$ cat src/common/uis_pkg.sv
// constants, types and register map of the modem status and interrupt block
package uis_pkg;
   // register addresses on the 3-bit host bus
   localparam logic [2:0] ADDR_IER = 3'h1;
   localparam logic [2:0] ADDR_IIR = 3'h2; // read: ident, key open: feature
   localparam logic [2:0] ADDR_MCR = 3'h4;
   localparam logic [2:0] ADDR_MSR = 3'h6;
   // line control value that opens the enhanced feature register
   localparam logic [7:0] EFR_KEY = 8'hBF;
   localparam int LCR_DLAB = 7;
   // reset values
   localparam logic [7:0] IER_RST = 8'h00;
   localparam logic [7:0] EFR_RST = 8'h00;
   localparam logic [7:0] MCR_RST = 8'h00;
   // interrupt enable mask fields
   localparam int IER_RHR = 0;
   localparam int IER_THR = 1;
   localparam int IER_LSR = 2;
   localparam int IER_MSR = 3;
   localparam int IER_SLEEP = 4;
   localparam int IER_XOFF = 5;
   localparam int IER_RTS = 6;
   localparam int IER_CTS = 7;
   localparam logic [7:0] IER_HI_MASK = 8'hF0;
   // enhanced feature control fields
   localparam int EFR_ENH = 4;
   localparam int EFR_SPEC = 5;
   localparam int EFR_ARTS = 6;
   localparam int EFR_ACTS = 7;
   // modem line control fields
   localparam int MCR_DTR = 0;
   localparam int MCR_RTS = 1;
   localparam int MCR_OUT2 = 2;
   localparam int MCR_IRQEN = 3;
   localparam int MCR_LOOP = 4;
   localparam int MCR_THRESH = 6;
   localparam logic [7:0] MCR_HI_MASK = 8'hE0;
   // threshold nibble counts in steps of four characters
   localparam int TCR_STEP_SH = 2;
   // identification codes, bits 5..0
   localparam logic [5:0] ID_NONE = 6'h01;
   localparam logic [5:0] ID_LSR = 6'h06;
   localparam logic [5:0] ID_TMO = 6'h0C;
   localparam logic [5:0] ID_RHR = 6'h04;
   localparam logic [5:0] ID_THR = 6'h02;
   localparam logic [5:0] ID_MDM = 6'h00;
   localparam logic [5:0] ID_XOFF = 6'h10;
   localparam logic [5:0] ID_FLOW = 6'h20;
   // active-high modem line state, bit order matches status bits 7..4
   typedef struct packed {
      logic cd;
      logic ri;
      logic dsr;
      logic cts;
   } uis_modem_t;
   // one host bus cycle
   typedef struct packed {
      logic rd;
      logic wr;
      logic [2:0] addr;
      logic [7:0] wdata;
   } uis_bus_t;
   typedef enum logic [2:0] {
      SRC_NONE, SRC_LSR, SRC_TMO, SRC_RHR, SRC_THR, SRC_MDM, SRC_XOFF,
      SRC_FLOW
   } uis_src_t;
endpackage

$ cat src/design/uis_top.sv
// modem status, interrupt priority and enhanced flow control of one channel
`timescale 1ns/1ps
module uis_top
   import uis_pkg::*;
#(
   parameter int LEVEL_W = 7
) (
   input wire logic sys_clk_in,
   input wire logic arst_n_in,
   input wire uis_bus_t bus_in,
   input wire logic [7:0] lcr_in,
   input wire uis_modem_t modem_n_in,
   input wire logic fifo_enable_in,
   input wire logic rx_data_avail_in,
   input wire logic rx_timeout_in,
   input wire logic rx_line_err_in,
   input wire logic tx_holding_empty_in,
   input wire logic tx_fifo_write_in,
   input wire logic rx_char_valid_in,
   input wire logic [7:0] rx_char_in,
   input wire logic [7:0] xoff2_char_in,
   input wire logic xoff_rcvd_in,
   input wire logic [LEVEL_W-1:0] rx_level_in,
   input wire logic [7:0] flow_threshold_levels_in,
   output logic [7:0] rd_data_out,
   output logic irq_out,
   output logic irq_oe_out,
   output logic rts_n_out,
   output logic dtr_n_out,
   output logic tx_halt_out,
   output logic [3:0] sw_flow_mode_out,
   output logic sleep_en_out,
   output logic enh_en_out,
   output logic loopback_out,
   output logic [7:0] modem_line_control_out
);
   // refuse fill widths the threshold logic cannot serve
   if (LEVEL_W < 6 || LEVEL_W > 16) begin : g_level_chk
      $error("uis_top: LEVEL_W must be 6..16");
   end

   // writes the bits of mask only when allowed, others always
   function automatic logic [7:0] gated_write(input logic [7:0] old_v,
      input logic [7:0] new_v, input logic [7:0] mask, input logic allow);
      logic [7:0] keep;
      keep = allow ? 8'h00 : mask;
      return (old_v & keep) | (new_v & ~keep);
   endfunction

   logic [7:0] ier_q, ier_d, efr_q, efr_d, mcr_q, mcr_d, rd_q, rd_d;
   uis_modem_t line_q, line_act;
   logic [3:0] delta_q, delta_d, edges;
   logic thr_arm_q, thr_arm_d, thr_flag_q, thr_flag_d;
   logic xoff_q, xoff_d, flow_q, flow_d, rts_halt_q, rts_halt_d;
   logic irq_q, oe_q, rts_n_q, rts_n_d, dtr_n_q, halt_q;
   logic slp_q;

   // bus decode
   wire logic key_open = (lcr_in == EFR_KEY);
   wire logic ier_sel = (bus_in.addr == ADDR_IER) && !lcr_in[LCR_DLAB];
   wire logic id_sel = (bus_in.addr == ADDR_IIR) && !key_open;
   wire logic efr_sel = (bus_in.addr == ADDR_IIR) && key_open;
   wire logic mcr_sel = (bus_in.addr == ADDR_MCR);
   wire logic msr_sel = (bus_in.addr == ADDR_MSR) && !key_open
      && !(efr_q[EFR_ENH] && mcr_q[MCR_THRESH]);
   wire logic ier_wr = bus_in.wr && ier_sel;
   wire logic efr_wr = bus_in.wr && efr_sel;
   wire logic mcr_wr = bus_in.wr && mcr_sel;
   wire logic msr_rd = bus_in.rd && msr_sel;
   wire logic id_rd = bus_in.rd && id_sel;
   wire logic enh = efr_q[EFR_ENH];
   wire logic loop = mcr_q[MCR_LOOP];

   // register writes; extended bits locked while enhanced bit clear
   assign ier_d = ier_wr ? gated_write(ier_q, bus_in.wdata, IER_HI_MASK, enh)
      : ier_q;
   assign mcr_d = mcr_wr ? gated_write(mcr_q, bus_in.wdata, MCR_HI_MASK, enh)
      : mcr_q;
   assign efr_d = efr_wr ? bus_in.wdata : efr_q;

   // effective enables, upper group off while enhanced functions off
   wire logic [7:0] ier_eff = {ier_q[7:4] & {4{enh}}, ier_q[3:0]};

   // modem line image, inverted pins or loopback control bits
   assign line_act = loop
      ? uis_modem_t'({mcr_q[MCR_IRQEN], mcr_q[MCR_OUT2], mcr_q[MCR_DTR],
         mcr_q[MCR_RTS]})
      : uis_modem_t'(~modem_n_in);
   assign edges[0] = line_act.cts ^ line_q.cts;
   assign edges[1] = line_act.dsr ^ line_q.dsr;
   assign edges[3] = line_act.cd ^ line_q.cd;
   // bell pin low-to-high is image falling; in loop control bit rising
   assign edges[2] = loop ? (line_act.ri && !line_q.ri)
      : (!line_act.ri && line_q.ri);
   // new edge wins over the clearing read
   assign delta_d = (delta_q & ~{4{msr_rd}}) | edges;

   // tx holding source: armed at reset and by fresh tx data
   wire logic thr_set = thr_arm_q && tx_holding_empty_in;
   assign thr_arm_d = tx_fifo_write_in || (thr_arm_q && !thr_set);

   // priority encode of pending enabled sources
   wire logic p_lsr_w = ier_eff[IER_LSR] && rx_line_err_in;
   wire logic p_tmo_w = ier_eff[IER_RHR] && rx_timeout_in;
   wire logic p_rhr_w = ier_eff[IER_RHR] && rx_data_avail_in;
   wire logic p_thr_w = ier_eff[IER_THR] && thr_flag_q;
   wire logic p_mdm_w = ier_eff[IER_MSR] && (|delta_q);
   wire logic p_xoff_w = ier_eff[IER_XOFF] && xoff_q;
   wire logic p_flow_w = flow_q;
   uis_src_t src;
   logic [5:0] id_code;
   always_comb begin
      if (p_lsr_w) src = SRC_LSR;
      else if (p_tmo_w) src = SRC_TMO;
      else if (p_rhr_w) src = SRC_RHR;
      else if (p_thr_w) src = SRC_THR;
      else if (p_mdm_w) src = SRC_MDM;
      else if (p_xoff_w) src = SRC_XOFF;
      else if (p_flow_w) src = SRC_FLOW;
      else src = SRC_NONE;
   end
   // codes per source, bit 0 high only when idle
   always_comb begin
      unique case (src)
         SRC_LSR: id_code = ID_LSR;
         SRC_TMO: id_code = ID_TMO;
         SRC_RHR: id_code = ID_RHR;
         SRC_THR: id_code = ID_THR;
         SRC_MDM: id_code = ID_MDM;
         SRC_XOFF: id_code = ID_XOFF;
         SRC_FLOW: id_code = ID_FLOW;
         SRC_NONE: id_code = ID_NONE;
      endcase
   end
   wire logic any_pend = (src != SRC_NONE);

   // tx flag: cleared by disabling, fresh data or ident read
   assign thr_flag_d = thr_set || (thr_flag_q && !tx_fifo_write_in
      && !(ier_wr && !bus_in.wdata[IER_THR])
      && !(id_rd && src == SRC_THR));

   // pause/special character flag, set wins over ident read
   wire logic spec_hit = efr_q[EFR_SPEC] && rx_char_valid_in
      && (rx_char_in == xoff2_char_in);
   assign xoff_d = spec_hit || xoff_rcvd_in
      || (xoff_q && !(id_rd && src == SRC_XOFF));

   // auto rts hysteresis on rx fill level
   wire logic [LEVEL_W-1:0] halt_lvl =
      LEVEL_W'(flow_threshold_levels_in[3:0]) << TCR_STEP_SH;
   wire logic [LEVEL_W-1:0] rest_lvl =
      LEVEL_W'(flow_threshold_levels_in[7:4]) << TCR_STEP_SH;
   always_comb begin
      rts_halt_d = rts_halt_q;
      if (!efr_q[EFR_ARTS]) rts_halt_d = 1'b0;
      else if (rx_level_in >= halt_lvl) rts_halt_d = 1'b1;
      else if (rx_level_in <= rest_lvl) rts_halt_d = 1'b0;
   end
   // pins idle high in loopback; auto mode overrides control bit
   assign rts_n_d = loop ? 1'b1 : (efr_q[EFR_ARTS] ? rts_halt_d
      : !mcr_q[MCR_RTS]);

   // cts or rts going inactive, counted only while enabled
   wire logic cts_rise = line_q.cts && !line_act.cts && ier_eff[IER_CTS];
   wire logic rts_rise = rts_n_d && !rts_n_q && ier_eff[IER_RTS];
   assign flow_d = cts_rise || rts_rise
      || (flow_q && !(id_rd && src == SRC_FLOW));

   // read data mux, registered
   always_comb begin
      rd_d = 8'h00;
      if (ier_sel) rd_d = ier_q;
      else if (efr_sel) rd_d = efr_q;
      else if (id_sel) rd_d = {{2{fifo_enable_in}}, id_code};
      else if (mcr_sel) rd_d = mcr_q;
      else if (msr_sel) rd_d = {line_q, delta_q};
   end

   // control registers
   always_ff @(posedge sys_clk_in or negedge arst_n_in) begin
      if (!arst_n_in) begin
         ier_q <= IER_RST;
         efr_q <= EFR_RST;
         mcr_q <= MCR_RST;
      end else begin
         ier_q <= ier_d;
         efr_q <= efr_d;
         mcr_q <= mcr_d;
      end
   end

   // status and source flags
   always_ff @(posedge sys_clk_in or negedge arst_n_in) begin
      if (!arst_n_in) begin
         line_q <= '0;
         delta_q <= 4'h0;
         thr_arm_q <= 1'b1;
         thr_flag_q <= 1'b0;
         xoff_q <= 1'b0;
         flow_q <= 1'b0;
         rts_halt_q <= 1'b0;
      end else begin
         line_q <= line_act;
         delta_q <= delta_d;
         thr_arm_q <= thr_arm_d;
         thr_flag_q <= thr_flag_d;
         xoff_q <= xoff_d;
         flow_q <= flow_d;
         rts_halt_q <= rts_halt_d;
      end
   end

   // output flops
   always_ff @(posedge sys_clk_in or negedge arst_n_in) begin
      if (!arst_n_in) begin
         rd_q <= 8'h00;
         irq_q <= 1'b0;
         oe_q <= 1'b0;
         rts_n_q <= 1'b1;
         dtr_n_q <= 1'b1;
         halt_q <= 1'b0;
         slp_q <= 1'b0;
      end else begin
         rd_q <= bus_in.rd ? rd_d : rd_q;
         irq_q <= any_pend;
         oe_q <= mcr_q[MCR_IRQEN];
         rts_n_q <= rts_n_d;
         dtr_n_q <= loop || !mcr_q[MCR_DTR];
         halt_q <= efr_q[EFR_ACTS] && !line_act.cts;
         slp_q <= ier_d[IER_SLEEP] && efr_d[EFR_ENH];
      end
   end

   assign rd_data_out = rd_q;
   assign irq_out = irq_q;
   assign irq_oe_out = oe_q;
   assign rts_n_out = rts_n_q;
   assign dtr_n_out = dtr_n_q;
   assign tx_halt_out = halt_q;
   assign sw_flow_mode_out = efr_q[3:0];
   assign sleep_en_out = slp_q;
   assign enh_en_out = efr_q[EFR_ENH];
   assign loopback_out = mcr_q[MCR_LOOP];
   assign modem_line_control_out = mcr_q;
endmodule

$ cat config.mk
export PLATFORM = sky130hd
export DESIGN_NAME = uis_top
export DESIGN_NICKNAME = d
export VERILOG_FILES = /design/src/common/uis_pkg.sv /design/src/design/uis_top.sv
export SDC_FILE = /design/constraint.sdc
export NUM_CORES = 1
export LEC_CHECK = 0
export BUFFER_PORTS_ARGS = -buffer_cell sky130_fd_sc_hd__buf_2
export CORE_AREA = 2 2 76 78
export DETAILED_ROUTE_END_ITERATION = 7
export DIE_AREA = 0 0 78 80
export PLACE_DENSITY = 0.94
export SLEW_MARGIN = 10
export SYNTH_ARGS = -nofsm -noshare
export SYNTH_HDL_FRONTEND = slang
export SYNTH_SLANG_ARGS = --single-unit
$ cat constraint.sdc
create_clock -name sys_clk_in -period 5.46 [get_ports sys_clk_in]
set_clock_uncertainty 0.15 [all_clocks]
set_input_delay 1.365 -clock sys_clk_in [delete_from_list [all_inputs] [get_ports sys_clk_in]]
set_output_delay 1.365 -clock sys_clk_in [all_outputs]
set_load 0.01 [all_outputs]
==> out/results.ini <==
[outcome]
outcome=complete, no violations

[route]
wl_per_cell_um=17.3
firstDrtPassIters=5
vias=2517
wl_um=7600
drtAntennaViolNets=0
viasPerCell=5.73
route.detailed.drc=0
dr.first_iter.drc_count=257

[timing]
setup_ws_ns=2.59
hold_viol=0
tightest_slew_ns=0.514
max_clock_freq_mhz=348
finalSetupTns_ns=0
min_period_over_period=0.526
rsz0062_at_grt=false
min_period_ns=2.87
whs_ns=0.331
setup_viol=0
slew_headroom=0.654
drv_slew=0

[clock_network]
htree_levels=2
clkLatencyLatePin_ns=0.31
cts_setup_buffers=0
cts_resized=0
clk_path_buf_depth=2
cts_root_buffer=clkbuf_8
clk_pin_slew_worst_paths_ns=0.09
cts_tree=built
cts_hold_buffers=0
cts.sinks=51
cts_buffers=5

[synthesis]
synth-simple-area-share=0.166
yosysWarnings=0
synthAdderAreaFrac=0.0402
yosys_most_used_dff=dfrtp_1
synth_seq_cells=51
synth_top_family_by_area=simple AND/OR/NAND/NOR gates
yosys.area.top_type_share=0.428
syn_inst=275
synth_xor_area_frac=0.0312
post-synth-top-count-cell=dfrtp_1
synthArstFlopShare=1.00
synth-compound-area-share=0.165
synth_top_cell_by_area=dfrtp_1
synth_edf_count=0
synth_nets=350
synth_commonest_cells=dfrtp_1, nand2_1, mux2_2
synthMuxAreaShare=0.0910
seq_area_frac_synth=0.456
netlist_area_mm2=0.00280
synth.avg_cell_area_um2=10.2
ys_types=56
yosys-top-cells-area=dfrtp_1, mux2_2, ha_1

[layout]
drive_gt1_frac=0.360
syn2layout_area_growth_pct=22.0
fin_area_mm2=0.00342
final_nets=441
n_antenna_cell=0

[placement]
post-place-ws_ns=2.32
place_area_mm2=0.00330
dpl.hpwl_um=5970
port_buffers=93
gp_congestion=0.970

[setup_path]
required_ns=5.50
worstSetupEndpointType=flip-flop
path_class=input port to flip-flop
reg2reg_slack_ns=3.43
critPathMaxFanout=3
startpoint_type=input port
crit_arrival_ns=2.91

[global_routing]
overflow=0
grt_pass1_wl_um=11700
antenna_found_initial=0
grt_start_max_net_pins=52
grt_pass1_vias=2426
grtUsageTotal=0.247

[power]
peakVddDrop_uv=128
power_density_mw_per_mm2=270
p_leak_nw=1.70

[floorplan]
rows=27
pin_count=94
die_x_um=78
core_area_mm2=0.00541
dieArea_mm2=0.00624
die_h_um=80
start_util=0.519

[run]
cap_violations=0

[hold_path]
hold_class=flip-flop to flip-flop

worst paths after layout:
| kind | start | depth (start not counted) | endpoint |
|---|---|---|---|
| max in group asynchronous | arst_n_in | 2 | dtr_n_out |
| worst min register to register | modem_line_control_out[3] | 0 | irq_oe_out |
| worst max register to register | efr_q[4] | 5 | rd_data_out[0] |
| worst min-delay path | modem_line_control_out[3] | 0 | irq_oe_out |
| worst max-delay path | rx_level_in[3] | 7 | flow_q |
| min in group asynchronous | arst_n_in | 1 | thr_flag_q |
final cells by class:
| class | count | area, µm² |
|---|---|---|
| timing repair buffer | 95 | 493 |
| clock buffer | 7 | 96.3 |
| multi-input combinational | 194 | 1380 |
| tap | 72 | 90.1 |
| fill | 456 | 1980 |
| sequential | 51 | 1280 |
| inverter | 19 | 71.3 |
| clock inverter | 1 | 7.51 |
per-layer routing:
metal  track usage  part of all wire  vias to the layer above
met3        0.0611             0.090                       11
met5             0                 0                        -
met1         0.297              0.40                     1186
met2         0.438              0.49                      122
li1              -                 -                     1198
met4        0.0789             0.017                        0
cell usage in the layout (no fill, tap or decap), types with 2 or more instances in the layout:
cell	n
a211o_1	2
a21oi_1	12
a221o_1	2
a221oi_1	4
a22o_1	2
a22oi_1	3
a2bb2oi_1	2
a31oi_1	5
a32o_1	2
and2_1	3
and3_1	3
and4_1	4
buf_2	93
clkbuf_8	7
dfrtp_1	48
dfstp_2	3
ha_1	9
inv_1	19
mux2_2	20
mux2i_1	3
nand2_1	30
nand2b_1	2
nand3_1	5
nand4_1	6
nor2_1	14
nor2b_1	5
o21ai_0	18
o221ai_1	2
o22ai_1	2
o2bb2ai_1	2
xnor2_1	7
xor2_1	3
report_power, final:
part / internal [W] / switching [W] / total (W)
Combinational: 0.000102 / 0.000111 / 0.000213
Clock: 0.000115 / 0.000125 / 0.000240
Sequential: 0.000424 / 0.0000463 / 0.000470
logic make-up (layout without fill, tap and decap cells):
| family | after synthesis | in the layout |
|---|---|---|
| adders and majority gates | 9 | 9 |
| DFF | 51 | 51 |
| muxes | 23 | 23 |
| AOI/OAI and AO/OA | 67 | 67 |
| xor gates and xnor gates | 10 | 10 |
| buffers and inverters | 30 | 122 |
| and+or+nand+nor | 85 | 85 |
worst max-delay path, cell delays in order:
cell and delay, ns:
buf_2 0.11, ha_1 0.30, nor2b_1 0.14, a311oi_1 0.32
a2bb2oi_1 0.32, and4_1 0.26, o21ai_0 0.10
per-stage QoR:
stage                     utilization  instances  power [W]
after floorplan                     -        275   0.000589
after global placement          0.610        430   0.000677
after detailed placement        0.610        430   0.000687
after CTS                       0.629        438   0.000923
after global routing            0.633        439   0.000968
final                           0.633        439   0.000924
(Power assumes the default switching activity.)
